--- src/inc/uarx_pkg.sv ---
// Package of constants and types for the asynchronous receive front end
// ----------------------------------------------------------------------------
// ----------------------------------------------------------------------------
package uarx_pkg;

   localparam int         SAMPLES_NORMAL  = 16;
   localparam int         SAMPLES_DOUBLE  = 8;
   localparam logic [3:0] VOTE_FIRST_NORM = 4'h8;  // Samples 8, 9, 10
   localparam logic [3:0] VOTE_FIRST_DBL  = 4'h4;  // Samples 4, 5, 6
   localparam logic [3:0] LAST_SAMP_NORM  = 4'hF;  // Sample 16 as index 15
   localparam logic [3:0] LAST_SAMP_DBL   = 4'h7;  // Sample 8 as index 7
   localparam int         DATA_BITS_MAX   = 9;
   localparam int         FIFO_DEPTH      = 8;
   localparam int         WORD_W          = DATA_BITS_MAX + 1;  // Data plus parity; frame error sits at bit WORD_W

   typedef enum logic [3:0] {
      UARX_IDLE  = 4'b0001,
      UARX_START = 4'b0010,
      UARX_BITS  = 4'b0100,
      UARX_STOP  = 4'b1000
   } uarx_state_t;

endpackage

--- src/logic/uarx_rx.sv ---
// Asynchronous receive front end with start detect, voting, filter and FIFO
`timescale 1ns/10ps
`default_nettype none

// ----------------------------------------------------------------------------
// Receive buffer FIFO
// ----------------------------------------------------------------------------
module uarx_fifo #(
   parameter int WIDTH = 10,
   parameter int DEPTH = 8
) (
   input  wire logic             clk_sys,
   input  wire logic             rst,
   input  wire logic             in_valid,
   output logic                  in_ready,
   input  wire logic [WIDTH-1:0] in_data,
   output logic                  out_valid,
   input  wire logic             out_ready,
   output logic      [WIDTH-1:0] out_data
);
   localparam int AW = $clog2(DEPTH);

   logic [WIDTH-1:0] mem [DEPTH];
   logic [AW-1:0]    wr_ptr;
   logic [AW-1:0]    rd_ptr;
   logic [AW:0]      count;
   logic [AW-1:0]    next_wr_ptr;
   logic [AW-1:0]    next_rd_ptr;
   logic [AW:0]      next_count;
   logic             push;
   logic             pop;

   // Handshakes and honest full/empty
   assign in_ready  = (count != DEPTH[AW:0]);
   assign out_valid = (count != '0);
   assign push      = in_valid && in_ready;
   assign pop       = out_valid && out_ready;
   assign out_data  = mem[rd_ptr];

   // Pointer and count update
   always_comb begin
      next_wr_ptr = wr_ptr;
      next_rd_ptr = rd_ptr;
      next_count  = count;
      if (push) begin
         next_wr_ptr = (wr_ptr == AW'(DEPTH - 1)) ? '0 : wr_ptr + 1'b1;
      end
      if (pop) begin
         next_rd_ptr = (rd_ptr == AW'(DEPTH - 1)) ? '0 : rd_ptr + 1'b1;
      end
      if (push && !pop) begin
         next_count = count + 1'b1;
      end else if (pop && !push) begin
         next_count = count - 1'b1;
      end
   end

   always_ff @(posedge clk_sys) begin
      if (rst) begin
         wr_ptr <= '0;
         rd_ptr <= '0;
         count  <= '0;
      end else begin
         wr_ptr <= next_wr_ptr;
         rd_ptr <= next_rd_ptr;
         count  <= next_count;
      end
   end

   // Storage, written only on accepted push
   always_ff @(posedge clk_sys) begin
      if (push) begin
         mem[wr_ptr] <= in_data;
      end
   end
endmodule

// ----------------------------------------------------------------------------
// Receiver top
// ----------------------------------------------------------------------------
module uarx_rx
   import uarx_pkg::*;
#(
   parameter int DEPTH = FIFO_DEPTH
) (
   input  wire logic                     clk_sys,
   input  wire logic                     rst,
   input  wire logic                     rx_serial_in,
   input  wire logic                     sample_tick,
   input  wire logic                     double_speed_sel,
   input  wire logic                     sync_mode,
   input  wire logic                     multiproc_filter_en,
   input  wire logic [3:0]               data_bits,
   input  wire logic                     parity_en,
   output logic                          rx_valid,
   input  wire logic                     rx_ready,
   output logic      [DATA_BITS_MAX-1:0] rx_data,
   output logic                          rx_parity,
   output logic                          frame_error_flag,
   output logic                          frame_lost
);
   uarx_state_t                state;
   uarx_state_t                next_state;
   logic                       sync_a;
   logic                       sync_b;
   logic                       next_sync_a;
   logic                       next_sync_b;
   logic [3:0]                 samp;
   logic [3:0]                 next_samp;
   logic [3:0]                 bit_idx;
   logic [3:0]                 next_bit_idx;
   logic [2:0]                 votes;
   logic [2:0]                 next_votes;
   logic [DATA_BITS_MAX-1:0]   shreg;
   logic [DATA_BITS_MAX-1:0]   next_shreg;
   logic                       par;
   logic                       next_par;
   logic                       lost;
   logic                       next_lost;
   logic                       fifo_in_valid;
   logic                       fifo_in_ready;
   logic [WORD_W:0]            fifo_in_data;
   logic [WORD_W:0]            fifo_out_data;
   logic                       dbl;
   logic [3:0]                 vote_first;
   logic [3:0]                 last_samp;
   logic                       in_vote;
   logic                       vote_bit;
   logic [3:0]                 frame_bits;
   logic                       stop_bit;
   logic                       addr_flag;
   logic                       keep_frame;
   logic                       prev_hi;
   logic                       next_prev_hi;

   // ----------------------------------------------------------------------------
   // Line synchroniser and mode decode
   // ----------------------------------------------------------------------------
   // Two-flop synchroniser: next values
   always_comb begin
      next_sync_a = rx_serial_in;
      next_sync_b = sync_a;
   end

   // Two-flop synchroniser on the serial line, idle level out of reset
   always_ff @(posedge clk_sys) begin
      if (rst) begin
         sync_a <= 1'b1;
         sync_b <= 1'b1;
      end else begin
         sync_a <= next_sync_a;
         sync_b <= next_sync_b;
      end
   end

   // Mode decode: double speed only counts in asynchronous operation
   assign dbl        = double_speed_sel && !sync_mode;
   assign vote_first = dbl ? VOTE_FIRST_DBL : VOTE_FIRST_NORM;
   assign last_samp  = dbl ? LAST_SAMP_DBL : LAST_SAMP_NORM;
   assign in_vote    = (samp >= vote_first - 4'h1) && (samp <= vote_first + 4'h1);
   assign vote_bit   = (votes[0] & votes[1]) | (votes[0] & votes[2])
                     | (votes[1] & votes[2]);
   assign frame_bits = data_bits + {3'h0, parity_en};

   // Stop bit value and address marker
   assign stop_bit   = vote_bit;
   assign addr_flag  = (data_bits == 4'(DATA_BITS_MAX)) ? shreg[DATA_BITS_MAX-1] : stop_bit;
   assign keep_frame = !multiproc_filter_en || addr_flag;

   // ----------------------------------------------------------------------------
   // Receive sequencer
   // ----------------------------------------------------------------------------
   // Receive sequencer: next state
   always_comb begin
      next_state    = state;
      next_samp     = samp;
      next_bit_idx  = bit_idx;
      next_votes    = votes;
      next_shreg    = shreg;
      next_par      = par;
      next_lost     = lost;
      next_prev_hi  = prev_hi;
      fifo_in_valid = 1'b0;
      if (sample_tick) begin
         next_prev_hi = sync_b;
         case (state)
            UARX_IDLE: begin
               // Only a high-to-low step starts a frame, never a held low line
               if (!sync_b && prev_hi) begin
                  next_state = UARX_START;
                  next_samp  = 4'h1;
                  next_votes = 3'h0;
               end
            end
            UARX_START: begin
               next_samp = samp + 4'h1;
               if (in_vote) begin
                  next_votes = {votes[1:0], sync_b};
               end
               // Third vote sample is the live one; two highs of three mean noise
               if (samp == vote_first + 4'h1) begin
                  if (vote_bit || sync_b && (votes[0] | votes[1])) begin
                     next_state = UARX_IDLE;
                  end
               end
               if (samp == last_samp && state == UARX_START) begin
                  next_state   = UARX_BITS;
                  next_samp    = 4'h0;
                  next_bit_idx = 4'h0;
               end
            end
            UARX_BITS, UARX_STOP: begin
               next_samp = (samp == last_samp) ? 4'h0 : samp + 4'h1;
               if (in_vote) begin
                  next_votes = {votes[1:0], sync_b};
               end
               // Bit decided on the tick after its vote window closes
               if (samp == vote_first + 4'h2) begin
                  if (state == UARX_STOP) begin
                     // Frame complete after the last stop vote sample
                     if (keep_frame) begin
                        fifo_in_valid = 1'b1;
                        next_lost     = !fifo_in_ready;
                     end
                     next_state = UARX_IDLE;
                     // Normal speed takes a start on the sample after the stop vote
                     if (!dbl && stop_bit && !sync_b) begin
                        next_state = UARX_START;
                        next_samp  = 4'h1;
                        next_votes = 3'h0;
                     end
                  end else begin
                     if (bit_idx < data_bits) begin
                        next_shreg = {vote_bit, shreg[DATA_BITS_MAX-1:1]};
                     end else begin
                        next_par = vote_bit;
                     end
                     next_bit_idx = bit_idx + 4'h1;
                     if (bit_idx + 4'h1 == frame_bits) begin
                        next_state = UARX_STOP;
                     end
                  end
               end
            end
            default: begin
               next_state = UARX_IDLE;
            end
         endcase
      end
   end

   always_ff @(posedge clk_sys) begin
      if (rst) begin
         state   <= UARX_IDLE;
         samp    <= 4'h0;
         bit_idx <= 4'h0;
         votes   <= 3'h0;
         shreg   <= '0;
         par     <= 1'b0;
         lost    <= 1'b0;
         prev_hi <= 1'b1;
      end else begin
         state   <= next_state;
         samp    <= next_samp;
         bit_idx <= next_bit_idx;
         votes   <= next_votes;
         shreg   <= next_shreg;
         par     <= next_par;
         lost    <= next_lost;
         prev_hi <= next_prev_hi;
      end
   end

   // ----------------------------------------------------------------------------
   // Frame buffer and outputs
   // ----------------------------------------------------------------------------
   // Frame word: data right-aligned, parity, frame error
   assign fifo_in_data = {!stop_bit, par,
                          shreg >> (4'(DATA_BITS_MAX) - data_bits)};

   uarx_fifo #(
      .WIDTH (WORD_W + 1),
      .DEPTH (DEPTH)
   ) u_fifo (
      .clk_sys   (clk_sys),
      .rst       (rst),
      .in_valid  (fifo_in_valid),
      .in_ready  (fifo_in_ready),
      .in_data   (fifo_in_data),
      .out_valid (rx_valid),
      .out_ready (rx_ready),
      .out_data  (fifo_out_data)
   );

   // Output fields
   assign rx_data          = fifo_out_data[DATA_BITS_MAX-1:0];
   assign rx_parity        = fifo_out_data[DATA_BITS_MAX];
   assign frame_error_flag = fifo_out_data[WORD_W];
   assign frame_lost       = lost;
endmodule

`default_nettype wire

--- config.mk ---
export PLATFORM = sky130hd
export DESIGN_NAME = uarx_rx
export DESIGN_NICKNAME = d
export VERILOG_FILES = /design/src/inc/uarx_pkg.sv /design/src/logic/uarx_rx.sv
export SDC_FILE = /design/constraint.sdc
export NUM_CORES = 1
export LEC_CHECK = 0
export ABC_AREA = 1
export BUFFER_PORTS_ARGS = -buffer_cell sky130_fd_sc_hd__buf_2
export CAP_MARGIN = 20
export CORE_MARGIN = 1.5
export CORE_UTILIZATION = 50
export DETAILED_ROUTE_END_ITERATION = 8
export HOLD_SLACK_MARGIN = 0.12
export PLACE_DENSITY = 0.67
export RECOVER_POWER = 25
export SYNTH_ARGS = -nofsm -noshare
export SYNTH_HDL_FRONTEND = slang
export SYNTH_SLANG_ARGS = --single-unit
--- constraint.sdc ---
create_clock -name clk_sys -period 3.35 [get_ports clk_sys]
set_input_delay 0.335 -clock clk_sys [delete_from_list [all_inputs] [get_ports clk_sys]]
set_output_delay 0.335 -clock clk_sys [all_outputs]
set_load 0.05 [all_outputs]
==> flow_summary.toml <==
[floorplanning]
die_w_um = 114
dieHeight_um = 114
core_area_um2 = 12000
ios = 26
fp.dieArea_um2 = 13000
initial_core_util_pct = 51.2
rows = 40

[worst_setup_path]
path_max_fanout = 7
cp-start-kind = "register"
cp-end-kind = "register"
r2r_slack_ps = 540
cpMostUsedCell = "nand2_1"
cp_cell_sequence = "ha_1, nand3_4, nor3_4, nand3_1, inv_2, ha_1, inv_1, ha_1, nand2_1, nand2_1, a21oi_1, nor2_1, nor2_1, nand2_1, nand2_1, nand2_1, nor2_1"
critPathBufInv = 2
reg2reg_to = "u_fifo.count[3]$_SDFFE_PP0P_"
critPathSlowestCell = "ha_1"
r2r_cells = 17
critical-path-top-delay-family = "simple AND/OR/NAND/NOR gates"
worstPathArrival_ps = 3170
required_ps = 3710
critPathKind = "reg -> reg"
timing.rr.start = "samp[2]$_SDFFE_PP0P_"
crit_path_max_incr_delay_ps = 380

[placed_design]
gp_congestion = 0.809
postPlaceCellArea_um2 = 6470
hpwl_mm = 8.89
io_buffers = 25

[power_and_ir_drop]
max-vdd-ir-drop_uv = 565
p_leak_nw = 2.85
clkPwrFrac_pct = 32.3
seq_power_share_pct = 35.6
intPower_w = 0.00325
switching_share_pct = 38.1
p_per_area_nw_per_um2 = 755
switchingPower_w = 0.00200
power_w = 0.00525
pwr-share-comb_pct = 32.1

[drt]
drt-vias-per-instance = 5.46
vias = 4770
wl_met3_um = 551
first_iter_violations = 379
wl_per_cell_um = 15.7
routedLengthMet1_mm = 6.04
drc_errors = 0
highest_layer = "met4"
wl_mm = 13.7
drt-pass1-iter-count = 4
wl_met2_mm = 7.03
ant_nets = 0

[synth]
synth_common_cells = "nor2_1, nand2_1, edfxtp_1"
synth_cell_type_count = 39
synthTopCellsByArea = "edfxtp_1, dfxtp_1, nor2_1"
yosysMostFrequentCell = "nor2_1"
synth_fp_nets = 713
synth-warning-count = 0
syn_area_per_cell_um2 = 9.09
synth_top_area_share_pct = 42.9
syn_area_um2 = 6150
synth.largest_area_cell = "edfxtp_1"
ys_ff_latch = 130
postSynthCellCount = 677
synth-main-ff-cell = "edfxtp_1"
yosysSeqAreaShare_pct = 56.6
postSynth.asyncResetShare_pct = 0
synth_edf_count = 88

[cts]
cts_tree = "done"
clkTransAtPathRegs_ps = 60
post-cts-setup-buffer-count = 0
cts_htree_levels = 4
clk_latency_ps = 420
cts-root-buf = "clkbuf_16"
cts.sinks = 130
cts_buffer_depth = 2
cts_buffers = 17

[timing]
period_needed_ps = 2810
maxSlewHeadroom_pct = 43.7
worst_pin_slew_ps = 838
hold_viol_final = 0
rsz0062_at_grt = "no"
drv_slew = 0
report.final.setup_viol = 0
fin_crit_sh_pct = 83.9
tns_ps = 0
skew_ps = 10.6
fmax_ghz = 0.356
holdWs_ps = 336

[global_route]
grt_util_all_layers_pct = 22.4
grt_overflow = 0
grt_start_max_net_pins = 45
grt_pass1_vias = 4610
antenna_found_initial = 0
grt_pass1_wl_mm = 22.2

[hold_path]
min_from = "sample_tick"
hold_end = "prev_hi$_SDFFE_PP1P_"
whs_path_depth = 3
hold_path_class = "in -> reg"

[final_layout]
area_delta_synth_final_pct = 13.1
final_cell_area_um2 = 6960
fin_nets = 749
fillers = 1098
drive_gt1_share_pct = 10.5
antennaDiodeCount = 0

[status]
status = "finished clean"

[job]
cap_viol_max_count = 0
==> through the flow <==
stage	utilization, %	setup WS [ps]	std cells
global placement	53.9	460	840
finish	58.0	539	873
detailed placement	53.9	308	840
global route	58.0	249	873
floorplan	-	522	677
CTS	58.5	623	873
==> worst register-to-register path: cells and delay by family, from the launching register on <==
kind                       cells  cell delay [ps]
buffers and inverters          2              250
DFF                            1              360
adders and majority gates      3              870
AOI/OAI and AO/OA              1              160
and+or+nand+nor               11             1120
==> layer usage <==
| metal | GRT usage [%] | vias to the layer above |
|---|---|---|
| met5 | 0 | - |
| li1 | - | 2384 |
| met4 | 7.58 | 0 |
| met3 | 5.31 | 6 |
| met1 | 26.7 | 2283 |
| met2 | 39.8 | 97 |
==> power groups by stage <==
stage / sequential, W / combinational (W) / clock, W
after floorplan: 0.00189 / 0.00135 / 0
after global placement: 0.00190 / 0.00168 / 0
after detailed placement: 0.00191 / 0.00173 / 0
after CTS: 0.00188 / 0.00174 / 0.00173
after global routing: 0.00188 / 0.00186 / 0.00181
final: 0.00187 / 0.00168 / 0.00170
==> what timing repair did <==
action / CTS / global route
endpoints found under the hold margin: 1 / 0
resized for setup: 0 / 0
hold buffers: 1 / 0
setup endpoints to repair: 0 / 0
==> layout by cell type (no fill, tap or decap), drive strengths merged, types with 8 or more instances in the layout <==
cell type	n
nand2	108
a31oi	13
edfxtp	88
nand3	35
clkbuf	21
o22ai	14
nor2	144
o21ai	81
inv	63
clkinv	8
nor3	14
dfxtp	42
buf	34
a21oi	20
ha	22
==> flip-flops by register name, summed over array words and instances, names as in the netlist, named ones only <==
| signal | count |
|---|---|
| bit_idx | 4 |
| frame_lost | 1 |
| next_sync_b | 1 |
| par | 1 |
| prev_hi | 1 |
| samp | 4 |
| shreg | 9 |
| state | 4 |
| sync_b | 1 |
| u_fifo.count | 4 |
| u_fifo.mem | 88 |
| u_fifo.rd_ptr | 3 |
| u_fifo.wr_ptr | 3 |
| votes | 3 |
==> cell families after synthesis <==
| logic type | share of synthesized area (%) |
|---|---|
| fa+ha+maj | 4.80 |
| xor+xnor | 0.285 |
| buf+inv | 5.04 |
| flops | 56.6 |
| simple gates | 21.3 |
| compound gates | 12.0 |
==> area by class of cell <==
class	count	area [um2]	share of cell area, %
clock buffer	18	429	6.16
clock inverter	14	113	1.62
timing repair buffer	38	221	3.18
tap	147	184	2.64
multi-input combinational	466	2300	33.1
inverter	60	228	3.27
sequential	130	3480	50.0
==> worst max-delay path by stage <==
stage                                from                      endpoint  cells after the start  slack [ps]
floorplan                double_speed_sel    u_fifo.mem[0][0]$_DFFE_PP_                      9         520
global placement                sync_mode  u_fifo.count[3]$_SDFFE_PP0P_                     20         460
detailed placement              sync_mode  u_fifo.count[3]$_SDFFE_PP0P_                     20         310
CTS                              register                    rx_data[2]                      6         620
global route        state[1]$_SDFFE_PP0P_  u_fifo.count[3]$_SDFFE_PP0P_                     17         250
finish               samp[2]$_SDFFE_PP0P_  u_fifo.count[3]$_SDFFE_PP0P_                     17         540
Note: power is estimated with default switching activity, not from simulation.
